## src/rtl/cpm_pkg.sv

```systemverilog
// package: constants and types for the call-progress monitor output block
// Contract
// - rx and tx contributions scaled linearly by attenuators
// - attenuator of zero fully mutes its contribution
// - attenuators never touch line-side rx or tx
// - mode field sits in bits 5:4 of control
// - modes: delta-sigma, 32 kHz rz pwm, balanced pwm
package cpm_pkg;

	// ==========================================================
	// timing
	localparam int CPM_CLK_HZ = 200_000_000;
	localparam int CPM_PWM_HZ = 32_000;
	localparam int CPM_PWM_PERIOD_CYC = CPM_CLK_HZ / CPM_PWM_HZ;

	// ==========================================================
	// register indices (byte address is four times the index)
	localparam logic [7:0] CPM_IDX_OUT_CTRL = 8'h01;
	localparam logic [7:0] CPM_IDX_INT_CTRL = 8'h02;
	localparam logic [7:0] CPM_IDX_RX_ATT = 8'h14;
	localparam logic [7:0] CPM_IDX_TX_ATT = 8'h15;
	localparam logic [7:0] CPM_IDX_STATUS = 8'h16;

	// ==========================================================
	// field positions and reset values
	localparam int CPM_MODE_LSB = 4;
	localparam int CPM_PWM_EN_BIT = 3;
	localparam int CPM_INT_EN_BIT = 0;
	localparam int CPM_STAT_PIN_BIT = 0;
	localparam int CPM_STAT_ACT_BIT = 1;
	localparam logic [7:0] CPM_OUT_CTRL_RST = 8'h00;
	localparam logic [7:0] CPM_INT_CTRL_RST = 8'h00;
	localparam logic [7:0] CPM_ATT_RST = 8'h00;
	localparam int CPM_ATT_SHIFT = 8;

	// ==========================================================
	// types
	typedef enum logic [1:0] {
		CPM_MODE_RZ = 2'b00,
		CPM_MODE_BAL = 2'b01,
		CPM_MODE_DS = 2'b10,
		CPM_MODE_OFF = 2'b11
	} cpm_mode_t;

	typedef struct packed {
		logic en;
		cpm_mode_t mode;
	} cpm_mod_cfg_t;

endpackage : cpm_pkg

```

## src/rtl/cpm_modulator.sv

```systemverilog
// modulator: delta-sigma, return-to-zero pwm and balanced pwm
`timescale 1ns/1ps
module cpm_modulator #(
	parameter int SW = 16,
	parameter int CW = 16,
	parameter int PERIOD = cpm_pkg::CPM_PWM_PERIOD_CYC
) (
	input wire logic clk,
	input wire logic rst_n,
	input wire cpm_pkg::cpm_mod_cfg_t cfg,
	input wire logic signed [SW-1:0] sample,
	output logic out_bit
);
	import cpm_pkg::*;

	localparam logic [CW-1:0] PER = CW'(PERIOD);
	localparam logic [CW-1:0] PER_M1 = CW'(PERIOD - 1);

	logic [SW-1:0] level;
	logic [SW+CW-1:0] prod;
	logic [CW-1:0] cnt_reg;
	logic [CW-1:0] duty_reg;
	logic [CW-1:0] lo_edge;
	logic [CW-1:0] hi_edge;
	logic [SW-1:0] acc_reg;
	logic [SW:0] acc_sum;
	logic out_next;

	// ==========================================================
	// offset binary level and duty
	assign level = {~sample[SW-1], sample[SW-2:0]};
	assign prod = level * PER;
	assign lo_edge = (PER - duty_reg) >> 1;
	assign hi_edge = lo_edge + duty_reg;
	assign acc_sum = {1'b0, acc_reg} + {1'b0, level};

	// ==========================================================
	// period counter, 32 kHz frame
	always_ff @(posedge clk or negedge rst_n) begin
		if (!rst_n) begin
			cnt_reg <= '0;
		end else if (!cfg.en || cnt_reg == PER_M1) begin
			cnt_reg <= '0;
		end else begin
			cnt_reg <= cnt_reg + 1'b1;
		end
	end

	// duty changes only at a frame boundary or while disabled, so no glitch pulses
	always_ff @(posedge clk or negedge rst_n) begin
		if (!rst_n) begin
			duty_reg <= '0;
		end else if (!cfg.en || cnt_reg == PER_M1) begin
			duty_reg <= prod[SW+CW-1:SW];
		end
	end

	// first-order delta-sigma accumulator, runs at full clock
	always_ff @(posedge clk or negedge rst_n) begin
		if (!rst_n) begin
			acc_reg <= '0;
		end else if (!cfg.en) begin
			acc_reg <= '0;
		end else begin
			acc_reg <= acc_sum[SW-1:0];
		end
	end

	always_comb begin
		out_next = 1'b0;
		unique case (cfg.mode)
			CPM_MODE_RZ: out_next = cnt_reg < duty_reg;
			CPM_MODE_BAL: out_next = cnt_reg >= lo_edge && cnt_reg < hi_edge;
			CPM_MODE_DS: out_next = acc_sum[SW];
			CPM_MODE_OFF: out_next = 1'b0;
		endcase
		if (!cfg.en) begin
			out_next = 1'b0;
		end
	end

	always_ff @(posedge clk or negedge rst_n) begin
		if (!rst_n) begin
			out_bit <= 1'b0;
		end else begin
			out_bit <= out_next;
		end
	end

	// ==========================================================
	// checks
	frame_wrap_a: assert property (@(posedge clk) disable iff (!rst_n)
		cfg.en && cnt_reg == PER_M1 |=> cnt_reg == '0)
		else $error("frame counter did not wrap at period end");
	rz_zero_a: assert property (@(posedge clk) disable iff (!rst_n)
		cfg.en && cfg.mode == CPM_MODE_RZ && cnt_reg >= duty_reg |=> !out_bit)
		else $error("rz pwm high past its duty");
	bal_start_a: assert property (@(posedge clk) disable iff (!rst_n)
		cfg.en && cfg.mode == CPM_MODE_BAL && cnt_reg == '0 && duty_reg < PER - 2
		|=> !out_bit)
		else $error("balanced pwm not low at frame start");

	cover_rz_c: cover property (@(posedge clk) disable iff (!rst_n)
		cfg.en && cfg.mode == CPM_MODE_RZ && out_bit ##1 !out_bit);
	cover_bal_c: cover property (@(posedge clk) disable iff (!rst_n)
		cfg.en && cfg.mode == CPM_MODE_BAL && out_bit);
	cover_ds_c: cover property (@(posedge clk) disable iff (!rst_n)
		cfg.en && cfg.mode == CPM_MODE_DS && out_bit ##1 !out_bit);

endmodule : cpm_modulator

```

## src/rtl/cpm_monitor_top.sv

```systemverilog
// top: apb registers, monitor mix, attenuators and aux pin mux
`timescale 1ns/1ps
module cpm_monitor_top #(
	parameter int SW = 16,
	parameter int AW = 8,
	parameter int PWM_PERIOD_CYC = cpm_pkg::CPM_PWM_PERIOD_CYC
) (
	input wire logic SYS_CLK,
	input wire logic RST_N,
	input wire logic [9:0] PADDR,
	input wire logic PSEL,
	input wire logic PENABLE,
	input wire logic PWRITE,
	input wire logic [31:0] PWDATA,
	output logic [31:0] PRDATA,
	output logic PREADY,
	output logic PSLVERR,
	input wire logic signed [SW-1:0] RX_SAMPLE,
	input wire logic signed [SW-1:0] TX_SAMPLE,
	input wire logic IRQ_IN,
	output logic signed [SW-1:0] RX_LINE_OUT,
	output logic signed [SW-1:0] TX_LINE_OUT,
	output logic AUXILIARY_MONITOR_OUTPUT
);
	import cpm_pkg::*;

	logic [7:0] out_ctrl_reg;
	logic [7:0] int_ctrl_reg;
	logic [AW-1:0] rx_att_reg;
	logic [AW-1:0] tx_att_reg;
	logic signed [SW+AW:0] rx_prod;
	logic signed [SW+AW:0] tx_prod;
	logic signed [SW:0] rx_part;
	logic signed [SW:0] tx_part;
	logic signed [SW+1:0] mix_sum;
	logic signed [SW-1:0] mix_next;
	logic signed [SW-1:0] mix_reg;
	logic mod_bit;
	logic aux_next;
	cpm_mod_cfg_t mod_cfg;
	logic pwm_en;
	logic int_en;
	logic acc_phase;
	logic wr_fire;
	logic hit;
	logic [31:0] rd_data;

	// ==========================================================
	// apb slave: one wait state, write lands with pready
	assign pwm_en = out_ctrl_reg[CPM_PWM_EN_BIT];
	assign int_en = int_ctrl_reg[CPM_INT_EN_BIT];
	assign acc_phase = PSEL && PENABLE;
	assign wr_fire = acc_phase && PREADY && PWRITE && hit;

	always_comb begin
		hit = PADDR[1:0] == 2'b00;
		rd_data = 32'h0000_0000;
		unique case (PADDR[9:2])
			CPM_IDX_OUT_CTRL: rd_data[7:0] = out_ctrl_reg;
			CPM_IDX_INT_CTRL: rd_data[7:0] = int_ctrl_reg;
			CPM_IDX_RX_ATT: rd_data[AW-1:0] = rx_att_reg;
			CPM_IDX_TX_ATT: rd_data[AW-1:0] = tx_att_reg;
			CPM_IDX_STATUS: begin
				rd_data[CPM_STAT_PIN_BIT] = AUXILIARY_MONITOR_OUTPUT;
				rd_data[CPM_STAT_ACT_BIT] = mod_cfg.en;
			end
			default: hit = 1'b0;
		endcase
	end

	always_ff @(posedge SYS_CLK or negedge RST_N) begin
		if (!RST_N) begin
			PREADY <= 1'b0;
			PSLVERR <= 1'b0;
			PRDATA <= 32'h0000_0000;
		end else begin
			PREADY <= acc_phase && !PREADY;
			PSLVERR <= acc_phase && !PREADY && !hit;
			PRDATA <= (acc_phase && !PREADY && !PWRITE && hit) ? rd_data : 32'h0000_0000;
		end
	end

	// ==========================================================
	// control and attenuation registers
	always_ff @(posedge SYS_CLK or negedge RST_N) begin
		if (!RST_N) begin
			out_ctrl_reg <= CPM_OUT_CTRL_RST;
			int_ctrl_reg <= CPM_INT_CTRL_RST;
			rx_att_reg <= CPM_ATT_RST[AW-1:0];
			tx_att_reg <= CPM_ATT_RST[AW-1:0];
		end else if (wr_fire) begin
			unique case (PADDR[9:2])
				CPM_IDX_OUT_CTRL: out_ctrl_reg <= PWDATA[7:0];
				CPM_IDX_INT_CTRL: int_ctrl_reg <= PWDATA[7:0];
				CPM_IDX_RX_ATT: rx_att_reg <= PWDATA[AW-1:0];
				CPM_IDX_TX_ATT: tx_att_reg <= PWDATA[AW-1:0];
				default: ;
			endcase
		end
	end

	// ==========================================================
	// monitor mix: linear gain att/256, zero mutes exactly
	assign rx_prod = RX_SAMPLE * $signed({1'b0, rx_att_reg});
	assign tx_prod = TX_SAMPLE * $signed({1'b0, tx_att_reg});
	assign rx_part = rx_prod[SW+AW:CPM_ATT_SHIFT];
	assign tx_part = tx_prod[SW+AW:CPM_ATT_SHIFT];
	assign mix_sum = {rx_part[SW], rx_part} + {tx_part[SW], tx_part};

	// saturate rather than wrap, a wrap would click in the speaker
	always_comb begin
		mix_next = mix_sum[SW-1:0];
		if (mix_sum > $signed({3'b000, {(SW-1){1'b1}}})) begin
			mix_next = {1'b0, {(SW-1){1'b1}}};
		end else if (mix_sum < $signed({3'b111, {(SW-1){1'b0}}})) begin
			mix_next = {1'b1, {(SW-1){1'b0}}};
		end
	end

	always_ff @(posedge SYS_CLK or negedge RST_N) begin
		if (!RST_N) begin
			mix_reg <= '0;
		end else begin
			mix_reg <= mix_next;
		end
	end

	// line path is a plain register stage, attenuators not in it
	always_ff @(posedge SYS_CLK or negedge RST_N) begin
		if (!RST_N) begin
			RX_LINE_OUT <= '0;
			TX_LINE_OUT <= '0;
		end else begin
			RX_LINE_OUT <= RX_SAMPLE;
			TX_LINE_OUT <= TX_SAMPLE;
		end
	end

	// ==========================================================
	// modulator and shared pin
	assign mod_cfg = '{en: pwm_en && !int_en,
		mode: cpm_mode_t'(out_ctrl_reg[CPM_MODE_LSB+1:CPM_MODE_LSB])};

	cpm_modulator #(
		.SW(SW),
		.CW(16),
		.PERIOD(PWM_PERIOD_CYC)
	) u_mod (
		.clk(SYS_CLK),
		.rst_n(RST_N),
		.cfg(mod_cfg),
		.sample(mix_reg),
		.out_bit(mod_bit)
	);

	// interrupt function owns the pin while enabled
	always_comb begin
		aux_next = 1'b0;
		if (int_en) begin
			aux_next = IRQ_IN;
		end else if (pwm_en) begin
			aux_next = mod_bit;
		end
	end

	always_ff @(posedge SYS_CLK or negedge RST_N) begin
		if (!RST_N) begin
			AUXILIARY_MONITOR_OUTPUT <= 1'b0;
		end else begin
			AUXILIARY_MONITOR_OUTPUT <= aux_next;
		end
	end

	// ==========================================================
	// checks
	mode_write_a: assert property (@(posedge SYS_CLK) disable iff (!RST_N)
		wr_fire && PADDR[9:2] == CPM_IDX_OUT_CTRL
		|=> mod_cfg.mode == cpm_mode_t'($past(PWDATA[CPM_MODE_LSB+1:CPM_MODE_LSB])))
		else $error("mode field not taken from bits 5:4");
	mute_both_a: assert property (@(posedge SYS_CLK) disable iff (!RST_N)
		(rx_att_reg == '0 && tx_att_reg == '0) [*2] |-> mix_reg == '0)
		else $error("muted monitor mix not zero");
	rx_only_a: assert property (@(posedge SYS_CLK) disable iff (!RST_N)
		tx_att_reg == '0 |=> mix_reg == $past(rx_part[SW-1:0]))
		else $error("rx contribution not scaled linearly");
	line_pass_a: assert property (@(posedge SYS_CLK) disable iff (!RST_N)
		RST_N |=> (RX_LINE_OUT == $past(RX_SAMPLE) && TX_LINE_OUT == $past(TX_SAMPLE)))
		else $error("line path altered");
	off_level_a: assert property (@(posedge SYS_CLK) disable iff (!RST_N)
		(!pwm_en && !int_en) [*2] |-> !AUXILIARY_MONITOR_OUTPUT)
		else $error("aux pin active while disabled");
	pin_owner_a: assert property (@(posedge SYS_CLK) disable iff (!RST_N)
		int_en |=> AUXILIARY_MONITOR_OUTPUT == $past(IRQ_IN))
		else $error("aux pin not following interrupt while enabled");
	apb_ready_a: assert property (@(posedge SYS_CLK) disable iff (!RST_N)
		acc_phase && !PREADY |=> PREADY ##1 !PREADY)
		else $error("apb ready not a single pulse after one wait");

	cover_mute_c: cover property (@(posedge SYS_CLK) disable iff (!RST_N)
		mod_cfg.en && rx_att_reg == '0 && tx_att_reg == '0);

endmodule : cpm_monitor_top

```

## config.mk

```make
export PLATFORM = sky130hd
export DESIGN_NAME = cpm_monitor_top
export DESIGN_NICKNAME = d
export VERILOG_FILES = /design/src/rtl/cpm_pkg.sv /design/src/rtl/cpm_modulator.sv /design/src/rtl/cpm_monitor_top.sv
export SDC_FILE = /design/constraint.sdc
export NUM_CORES = 1
export LEC_CHECK = 0
export ABC_AREA = 1
export BUFFER_PORTS_ARGS = -buffer_cell sky130_fd_sc_hd__buf_2
export CORE_MARGIN = 5
export CORE_UTILIZATION = 38
export DETAILED_ROUTE_END_ITERATION = 8
export GPL_TIMING_DRIVEN = 0
export PLACE_DENSITY_LB_ADDON = 0.25
export SYNTH_ARGS = -nofsm -noshare
export SYNTH_HDL_FRONTEND = slang
export SYNTH_SLANG_ARGS = --single-unit
```

## constraint.sdc

```tcl
create_clock -name SYS_CLK -period 8.8 [get_ports SYS_CLK]
set_input_delay 1.76 -clock SYS_CLK [delete_from_list [all_inputs] [get_ports SYS_CLK]]
set_output_delay 1.76 -clock SYS_CLK [all_outputs]
set_load 0.03 [all_outputs]
```

=== Word-level counts from Yosys, hierarchy flattened ===
Index checks and enable logic that the tools add are counted.

* Register bits: 137
* Bits of input ports: 80
* Output and inout port bits: 67
* Logic and storage cells: 73

* $add $sub $neg: 5
* Multipliers: 3
* $lt $le $gt $ge: 5
* Equality and inequality tests: 9
* Mux-type cells: 12
* Bitwise operators: 1
* Reductions and logical operators: 23

{| class="wikitable"
|+ Operators by type and width
! cell !! count
|-
| $mux 16 || 4
|-
| $mul 16x9->25 || 2
|-
| $mul 16x12->28 const B || 1
|-
| $eq 8x5->1 const B || 3
|-
| $pmux 6 s4 || 1
|-
| $add 17x17->18 || 1
|-
| $gt 18x16->1 const B || 1
|-
| $lt 18x16->1 const B || 1
|-
| $add 16x16->17 || 1
|-
| $add 15x13->16 || 1
|-
| $add 16x1->16 const B || 1
|-
| $eq 16x13->1 const B || 1
|-
| $ge 16x15->1 || 1
|-
| $lt 16x13->1 || 1
|-
| $lt 16x16->1 || 1
|-
| $sub 13x13->14 const A || 1
|-
| $logic_and 1x1->1 || 10
|-
| $pmux 2 s5 || 1
|-
| $eq 8x1->1 const B || 1
|-
| $eq 8x2->1 const B || 1
|-
| $mux 8 || 1
|-
| $reduce_and 2->1 || 4
|-
| $logic_not 1->1 || 5
|-
| $reduce_or 5->1 || 1
|-
| 7 further kinds || 12
|}

=== Logic depth before layout (Yosys ltp) ===
* Depth in word-level cells: 6
* Depth in mapped cells: 36
* Depth with buffers taken out: 34

=== By module ===
A second synthesis with hierarchy kept.

* Cells, all modules: 2,947
* Area total of the unflattened synthesis: 21,989.8 um^2

{| class="wikitable"
|+ Modules (own cells, without submodules)
! module !! instances !! cells an instance !! area an instance (um^2)
|-
| cpm_monitor_top || 1 || 1,905 || 14,207.4
|-
| cpm_modulator || 1 || 1,042 || 7,782.5
|}

=== Least setup slack after synthesis ===
OpenSTA, ideal clock, no wires.

* Path kind: input -> register
* From: input port TX_SAMPLE[15]
* To: register mix_reg[10]
* Setup time: 121 ps
* Arrival time: 6,923 ps
* Required time: 8,679 ps
* Setup slack: 1,757 ps
* Stages on the path: 31
* Cell sequence: clkbuf_1 nand2_1 inv_1 fa_1 inv_1 fa_1 inv_1 fa_1 inv_1 fa_1 inv_1 ha_1 a21oi_1 inv_1 a21oi_1 nor2_1 nor3_1 nand2_1 nand2_1 nand2_1 ha_1 nand2_1 nor4_1 nand2_1 nand2_1 nand2_1 nand2_1 inv_2 nand2_1 buf_2 nand2_1

* Cells in the longest elaborated chain, start to end: 5

{| class="wikitable"
|+ Ends and longest elaborated chain
! item !! line !! text
|-
| start, declared || cpm_monitor_top.sv:19 || <nowiki>input wire logic signed [SW-1:0] TX_SAMPLE,</nowiki>
|-
| $mul 16x9->25 * || cpm_monitor_top.sv:105 || <nowiki>assign tx_prod = TX_SAMPLE * $signed({1'b0, tx_att_reg});</nowiki>
|-
| $add 17x17->18 * || cpm_monitor_top.sv:108 || <nowiki>assign mix_sum = {rx_part[SW], rx_part} + {tx_part[SW], tx_part};</nowiki>
|-
| $lt 18x16->1 || cpm_monitor_top.sv:115 || <nowiki>end else if (mix_sum < $signed({3'b111, {(SW-1){1'b0}}})) begin</nowiki>
|-
| $mux 16 || cpm_monitor_top.sv:115 ||
|-
| $mux 16 * || cpm_monitor_top.sv:113 || <nowiki>if (mix_sum > $signed({3'b000, {(SW-1){1'b1}}})) begin</nowiki>
|-
| named net mix_next[10] || cpm_monitor_top.sv:36 || <nowiki>logic signed [SW-1:0] mix_next;</nowiki>
|-
| end signal, assigned || cpm_monitor_top.sv:124 || <nowiki>mix_reg <= mix_next;</nowiki>
|-
| end, declared || cpm_monitor_top.sv:37 || <nowiki>logic signed [SW-1:0] mix_reg;</nowiki>
|}

The timed path passes the listed nets; every way through them passes the cells marked *.
A chain may end at the register's enable or synchronous reset.

=== Worst setup path in the final report ===
* From: input port RX_SAMPLE[6]
* To: register mix_reg[6]

* Cells in the longest elaborated chain, start to end: 5

{| class="wikitable"
|+ Ends and longest elaborated chain
! item !! line !! text
|-
| start, declared || cpm_monitor_top.sv:18 || <nowiki>input wire logic signed [SW-1:0] RX_SAMPLE,</nowiki>
|-
| $mul 16x9->25 * || cpm_monitor_top.sv:104 || <nowiki>assign rx_prod = RX_SAMPLE * $signed({1'b0, rx_att_reg});</nowiki>
|-
| $add 17x17->18 * || cpm_monitor_top.sv:108 ||
|-
| $lt 18x16->1 || cpm_monitor_top.sv:115 ||
|-
| $mux 16 || cpm_monitor_top.sv:115 ||
|-
| $mux 16 * || cpm_monitor_top.sv:113 ||
|-
| named net mix_next[6] || cpm_monitor_top.sv:36 ||
|}

Marked as above.

==> report_table.html <==
<table>
<tr><th>Metric</th><th>Value</th></tr>
<tr><th colspan="2">Run status</th></tr>
<tr><td>Run status</td><td>finished, final reports clean</td></tr>
<tr><th colspan="2">CTS</th></tr>
<tr><td>Worst-case clock buffer depth</td><td>2</td></tr>
<tr><td>Post-CTS Setup Repair Bufs</td><td>0</td></tr>
<tr><td>Count of H-tree levels built during CTS</td><td>4</td></tr>
<tr><td>Count of instances resized after the clock tree is built</td><td>0</td></tr>
<tr><td>Clock sinks</td><td>137</td></tr>
<tr><td>Library cell used as clock root buffer</td><td>sky130_fd_sc_hd__clkbuf_16</td></tr>
<tr><td>Clock transition time at the flip-flop clock pins of the worst setup and hold paths</td><td>approximately 0.07 ns</td></tr>
<tr><td>Clock Latency Late Sink</td><td>0.48 ns</td></tr>
<tr><td>Hold-fix buffers at CTS</td><td>0</td></tr>
<tr><td>Number of CTS-inserted buffers</td><td>17</td></tr>
<tr><td>Clock tree from TritonCTS</td><td>yes</td></tr>
<tr><th colspan="2">Layout</th></tr>
<tr><td>Count of inserted antenna diode cells</td><td>0</td></tr>
<tr><td>Area growth from synthesis to layout</td><td>9.91%</td></tr>
<tr><td>Nets</td><td>approximately 3700</td></tr>
<tr><td>Share of post-route cells with drive strength above 1</td><td>6.54%</td></tr>
<tr><td>Final Instance Count excl. Fillers</td><td>3829</td></tr>
<tr><td>Share of the core filled with cells</td><td>between 40% and 50%</td></tr>
<tr><th colspan="2">Timing</th></tr>
<tr><td>Worst hold margin</td><td>0.465 ns</td></tr>
<tr><td>Final critical-path required period</td><td>7.57 ns</td></tr>
<tr><td>Slew Viols, Final</td><td>0</td></tr>
<tr><td>Setup-violating endpoint count in the final report</td><td>0</td></tr>
<tr><td>Worst Tran Pin Value</td><td>~0.86 ns</td></tr>
<tr><td>Number of failing hold endpoints at the final stage</td><td>0</td></tr>
<tr><td>Post-Route Setup TNS</td><td>0 ns</td></tr>
<tr><td>Setup skew after layout</td><td>0.0155 ns</td></tr>
<tr><td>Relative slew slack</td><td>42.6%</td></tr>
<tr><td>Max Fclk</td><td>0.132 GHz</td></tr>
<tr><td>Fin crit share</td><td>86.0%</td></tr>
<tr><td>Setup repair after global routing missed its margin</td><td>no</td></tr>
<tr><th colspan="2">Yosys</th></tr>
<tr><td>Post-synthesis cell area</td><td>~22000 µm²</td></tr>
<tr><td>Part of the Yosys area used for sequential elements</td><td>15.7%</td></tr>
<tr><td>Post-synth EDFFs</td><td>0</td></tr>
<tr><td>Library cell with the highest instance count after synthesis</td><td>sky130_fd_sc_hd__nand2_1</td></tr>
<tr><td>Flop and latch count out of synthesis</td><td>137</td></tr>
<tr><td>Dominant cells by area after synthesis</td><td>sky130_fd_sc_hd__fa_1 (23%), sky130_fd_sc_hd__ha_1 (16%), sky130_fd_sc_hd__dfrtp_1 (16%)</td></tr>
<tr><td>Count of different cell masters after synthesis</td><td>50</td></tr>
<tr><td>Fraction of registers with async set/reset</td><td>between 90% and 100%</td></tr>
<tr><td>Commonest register cell after synthesis</td><td>sky130_fd_sc_hd__dfrtp_1</td></tr>
<tr><td>Post-synthesis cell count</td><td>2919</td></tr>
<tr><td>Number of warnings reported in the yosys synthesis log</td><td>0</td></tr>
<tr><td>Share of Yosys cell area claimed by the top area cell type</td><td>22.6%</td></tr>
<tr><td>Most frequent cells after synthesis</td><td>sky130_fd_sc_hd__nand2_1 (760), sky130_fd_sc_hd__inv_1 (643), sky130_fd_sc_hd__ha_1 (281)</td></tr>
<tr><td>Average instance area after synthesis</td><td>7.48 µm²</td></tr>
<tr><td>Largest area contributor in the synthesized netlist</td><td>sky130_fd_sc_hd__fa_1</td></tr>
<tr><th colspan="2">Setup path</th></tr>
<tr><td>Critical register-to-register path startpoint</td><td>rx_att_reg[5]$_DFFE_PN0P_</td></tr>
<tr><td>Cell with the largest stage delay on the worst path</td><td>sky130_fd_sc_hd__fa_1</td></tr>
<tr><td>Worst reg-to-reg path cell count</td><td>32</td></tr>
<tr><td>Top cell family by delay on the critical path</td><td>adder cells</td></tr>
<tr><td>Type of destination of the critical path</td><td>register</td></tr>
<tr><td>Critical Path Source Type</td><td>input port</td></tr>
<tr><td>Crit-path max FO</td><td>10</td></tr>
<tr><td>Worst path max stage delay</td><td>0.56 ns</td></tr>
<tr><td>Reg-to-reg setup timing slack</td><td>1.49 ns</td></tr>
<tr><td>Cell seen most often among critical-path stages</td><td>sky130_fd_sc_hd__nand2_1</td></tr>
<tr><td>CP Data Required Time</td><td>9.21 ns</td></tr>
<tr><td>Arrival @ worst endpoint</td><td>7.98 ns</td></tr>
<tr><td>Number of buffer and inverter stages on the critical path</td><td>6</td></tr>
<tr><td>Capture point of the worst reg-to-reg path</td><td>mix_reg[6]$_DFF_PN0_</td></tr>
<tr><td>Setup CP Type</td><td>in -&gt; reg</td></tr>
<tr><th colspan="2">Routing</th></tr>
<tr><td>Count of nets left with antenna violations after detail routing</td><td>0</td></tr>
<tr><td>Router iterations before antenna repair</td><td>5</td></tr>
<tr><td>Average wire length per cell after detail routing</td><td>roughly 15 µm</td></tr>
<tr><td>Wire length after detailed routing</td><td>55700 µm</td></tr>
<tr><td>DRC violations left</td><td>0</td></tr>
<tr><td>DRC marker count from the first detailed-route iteration</td><td>approximately 940</td></tr>
<tr><td>Via density</td><td>~4.7</td></tr>
<tr><td>Via Count</td><td>18031</td></tr>
<tr><th colspan="2">Worst hold path</th></tr>
<tr><td>Hold path endpoint</td><td>AUXILIARY_MONITOR_OUTPUT$_DFF_PN0_</td></tr>
<tr><td>Worst hold path stage count</td><td>1</td></tr>
<tr><td>Type of the tightest min-delay check</td><td>reg -&gt; reg</td></tr>
<tr><td>Source of the worst hold timing path</td><td>u_mod.out_bit$_DFF_PN0_</td></tr>
<tr><th colspan="2">Global routing</th></tr>
<tr><td>Final global-route overflow total</td><td>0</td></tr>
<tr><td>Total GRT Usage</td><td>18.4%</td></tr>
<tr><td>Number of global-route vias before repair</td><td>18276</td></tr>
<tr><td>Largest net degree at the start of global routing</td><td>91</td></tr>
<tr><td>Number of antenna violations at the first check in global routing</td><td>1</td></tr>
<tr><td>Wire length of the first global-routing pass</td><td>93500 µm</td></tr>
<tr><th colspan="2">Placed design</th></tr>
<tr><td>HPWL reported at the end of detailed placement</td><td>about 47000 µm</td></tr>
<tr><td>Port Buffers</td><td>98</td></tr>
<tr><td>Cell count after placement</td><td>around 3800</td></tr>
<tr><td>Final RePlAce weighted congestion</td><td>0.887</td></tr>
<tr><th colspan="2">Floorplanning</th></tr>
<tr><td>Die W</td><td>250 µm</td></tr>
<tr><td>Initial core utilization</td><td>between 30% and 40%</td></tr>
<tr><td># rows</td><td>87</td></tr>
<tr><td>Total I/O pin count</td><td>147</td></tr>
<tr><td>Core area</td><td>approximately 57000 µm²</td></tr>
<tr><td>Floorplan die area</td><td>approximately 62000 µm²</td></tr>
<tr><td>Die height</td><td>250 µm</td></tr>
<tr><th colspan="2">Pwr</th></tr>
<tr><td>Static leakage</td><td>14.5 nW</td></tr>
<tr><td>Ratio of total power to cell area</td><td>64.3 nW/µm²</td></tr>
<tr><td>Worst VDD drop</td><td>0.116 mV</td></tr>
<tr><th colspan="2">Job</th></tr>
<tr><td>Max-cap viol count</td><td>0</td></tr>
</table>
==> area by class of cell <==
cell class	count	area, µm²
repair buffers	99	524
fillers	5891	32700
multi-input cells	2053	15500
well taps	756	946
clock inverters	15	183
plain buffers	99	509
inverters	653	2460
flip-flops and latches	137	3430
clock buffers	17	425
==> per-stage QoR <==
| stage | total power, W | worst slack [ns] | cell area, µm² |
|---|---|---|---|
| 2_1_floorplan | 0.000720 | 1.76 | 21900 |
| 3_3_place_gp | 0.000774 | 0.826 | 23400 |
| 3_5_place_dp | 0.000776 | 0.800 | 23400 |
| 4_1_cts | 0.00157 | 1.28 | 24000 |
| 5_1_grt | 0.00160 | 0.698 | 24000 |
| 6_report | 0.00154 | 1.23 | 24000 |
==> cells by family (layout without fill, tap and decap cells) <==
group,Yosys count,in the layout,synth area share [%]
AO/OA/AOI/OAI,320,320,8.23
adder cells (fa/ha/maj),528,528,38.7
AND/OR/NAND/NOR,1116,1116,21.1
XOR/XNOR,65,65,2.61
buffers and inverters,752,883,13.6
other,1,24,0.0172
flip-flops,137,137,15.7
==> report_power, final <==
part	switching, W	internal, W
clock	0.000353	0.000429
combinational	0.0000893	0.0000319
sequential	0.00000231	0.000637
==> how the worst max path moves through the flow <==
| stage | start | end | cells past startpoint |
|---|---|---|---|
| after floorplan | TX_SAMPLE[15] | mix_reg[10]$_DFF_PN0_ | 31 |
| after global placement | RX_SAMPLE[15] | mix_reg[9]$_DFF_PN0_ | 31 |
| after detailed placement | RX_SAMPLE[15] | mix_reg[6]$_DFF_PN0_ | 31 |
| after CTS | RX_SAMPLE[15] | mix_reg[6]$_DFF_PN0_ | 31 |
| after global routing | RX_SAMPLE[15] | mix_reg[13]$_DFF_PN0_ | 31 |
| final | RX_SAMPLE[6] | mix_reg[6]$_DFF_PN0_ | 32 |
==> cell usage in the layout, fill, tap and decap left out, types with 3 or more instances in the layout <==
cell type                     n
sky130_fd_sc_hd__ha_1       281
sky130_fd_sc_hd__buf_2      102
sky130_fd_sc_hd__xnor2_1     26
sky130_fd_sc_hd__dfrtp_1    137
sky130_fd_sc_hd__a221oi_1     3
sky130_fd_sc_hd__a211oi_1     6
sky130_fd_sc_hd__fa_1       247
sky130_fd_sc_hd__clkbuf_2     9
sky130_fd_sc_hd__inv_1      643
sky130_fd_sc_hd__inv_2        8
sky130_fd_sc_hd__nand2_1    760
sky130_fd_sc_hd__o21a_1      12
sky130_fd_sc_hd__nor3b_1      5
sky130_fd_sc_hd__buf_4       24
sky130_fd_sc_hd__a21oi_1    148
sky130_fd_sc_hd__a21o_1      12
sky130_fd_sc_hd__xor2_1      39
sky130_fd_sc_hd__a31oi_1      4
sky130_fd_sc_hd__nand3b_1     9
sky130_fd_sc_hd__nor3_1      29
sky130_fd_sc_hd__clkbuf_1    41
sky130_fd_sc_hd__buf_1       16
sky130_fd_sc_hd__nor2_1     152
sky130_fd_sc_hd__o21ai_0     58
sky130_fd_sc_hd__nand3_1    114
sky130_fd_sc_hd__o21bai_1    16
sky130_fd_sc_hd__o21ai_1     40
sky130_fd_sc_hd__inv_8        3
sky130_fd_sc_hd__nand4_1     22
sky130_fd_sc_hd__buf_6        5
sky130_fd_sc_hd__conb_1      24
sky130_fd_sc_hd__o21ai_2      8
sky130_fd_sc_hd__nand3_4      4
sky130_fd_sc_hd__clkbuf_16   17
sky130_fd_sc_hd__nor4_1      10
sky130_fd_sc_hd__a22oi_1      3
sky130_fd_sc_hd__inv_6        6
sky130_fd_sc_hd__a21boi_0     5
==> per-layer routing <==
| metal | track usage [%] | routed length (µm) | share of wire [%] | up-vias |
|---|---|---|---|---|
| met5 | 0 | 0 | 0 | - |
| met4 | 5.35 | 1340 | 2.4 | 0 |
| met3 | 2.25 | 1200 | 2.2 | 66 |
| met2 | 32.1 | 27700 | 50 | 202 |
| met1 | 24.2 | 25500 | 46 | 8551 |
| li1 | - | - | - | 9212 |
(Power assumes the default switching activity.)
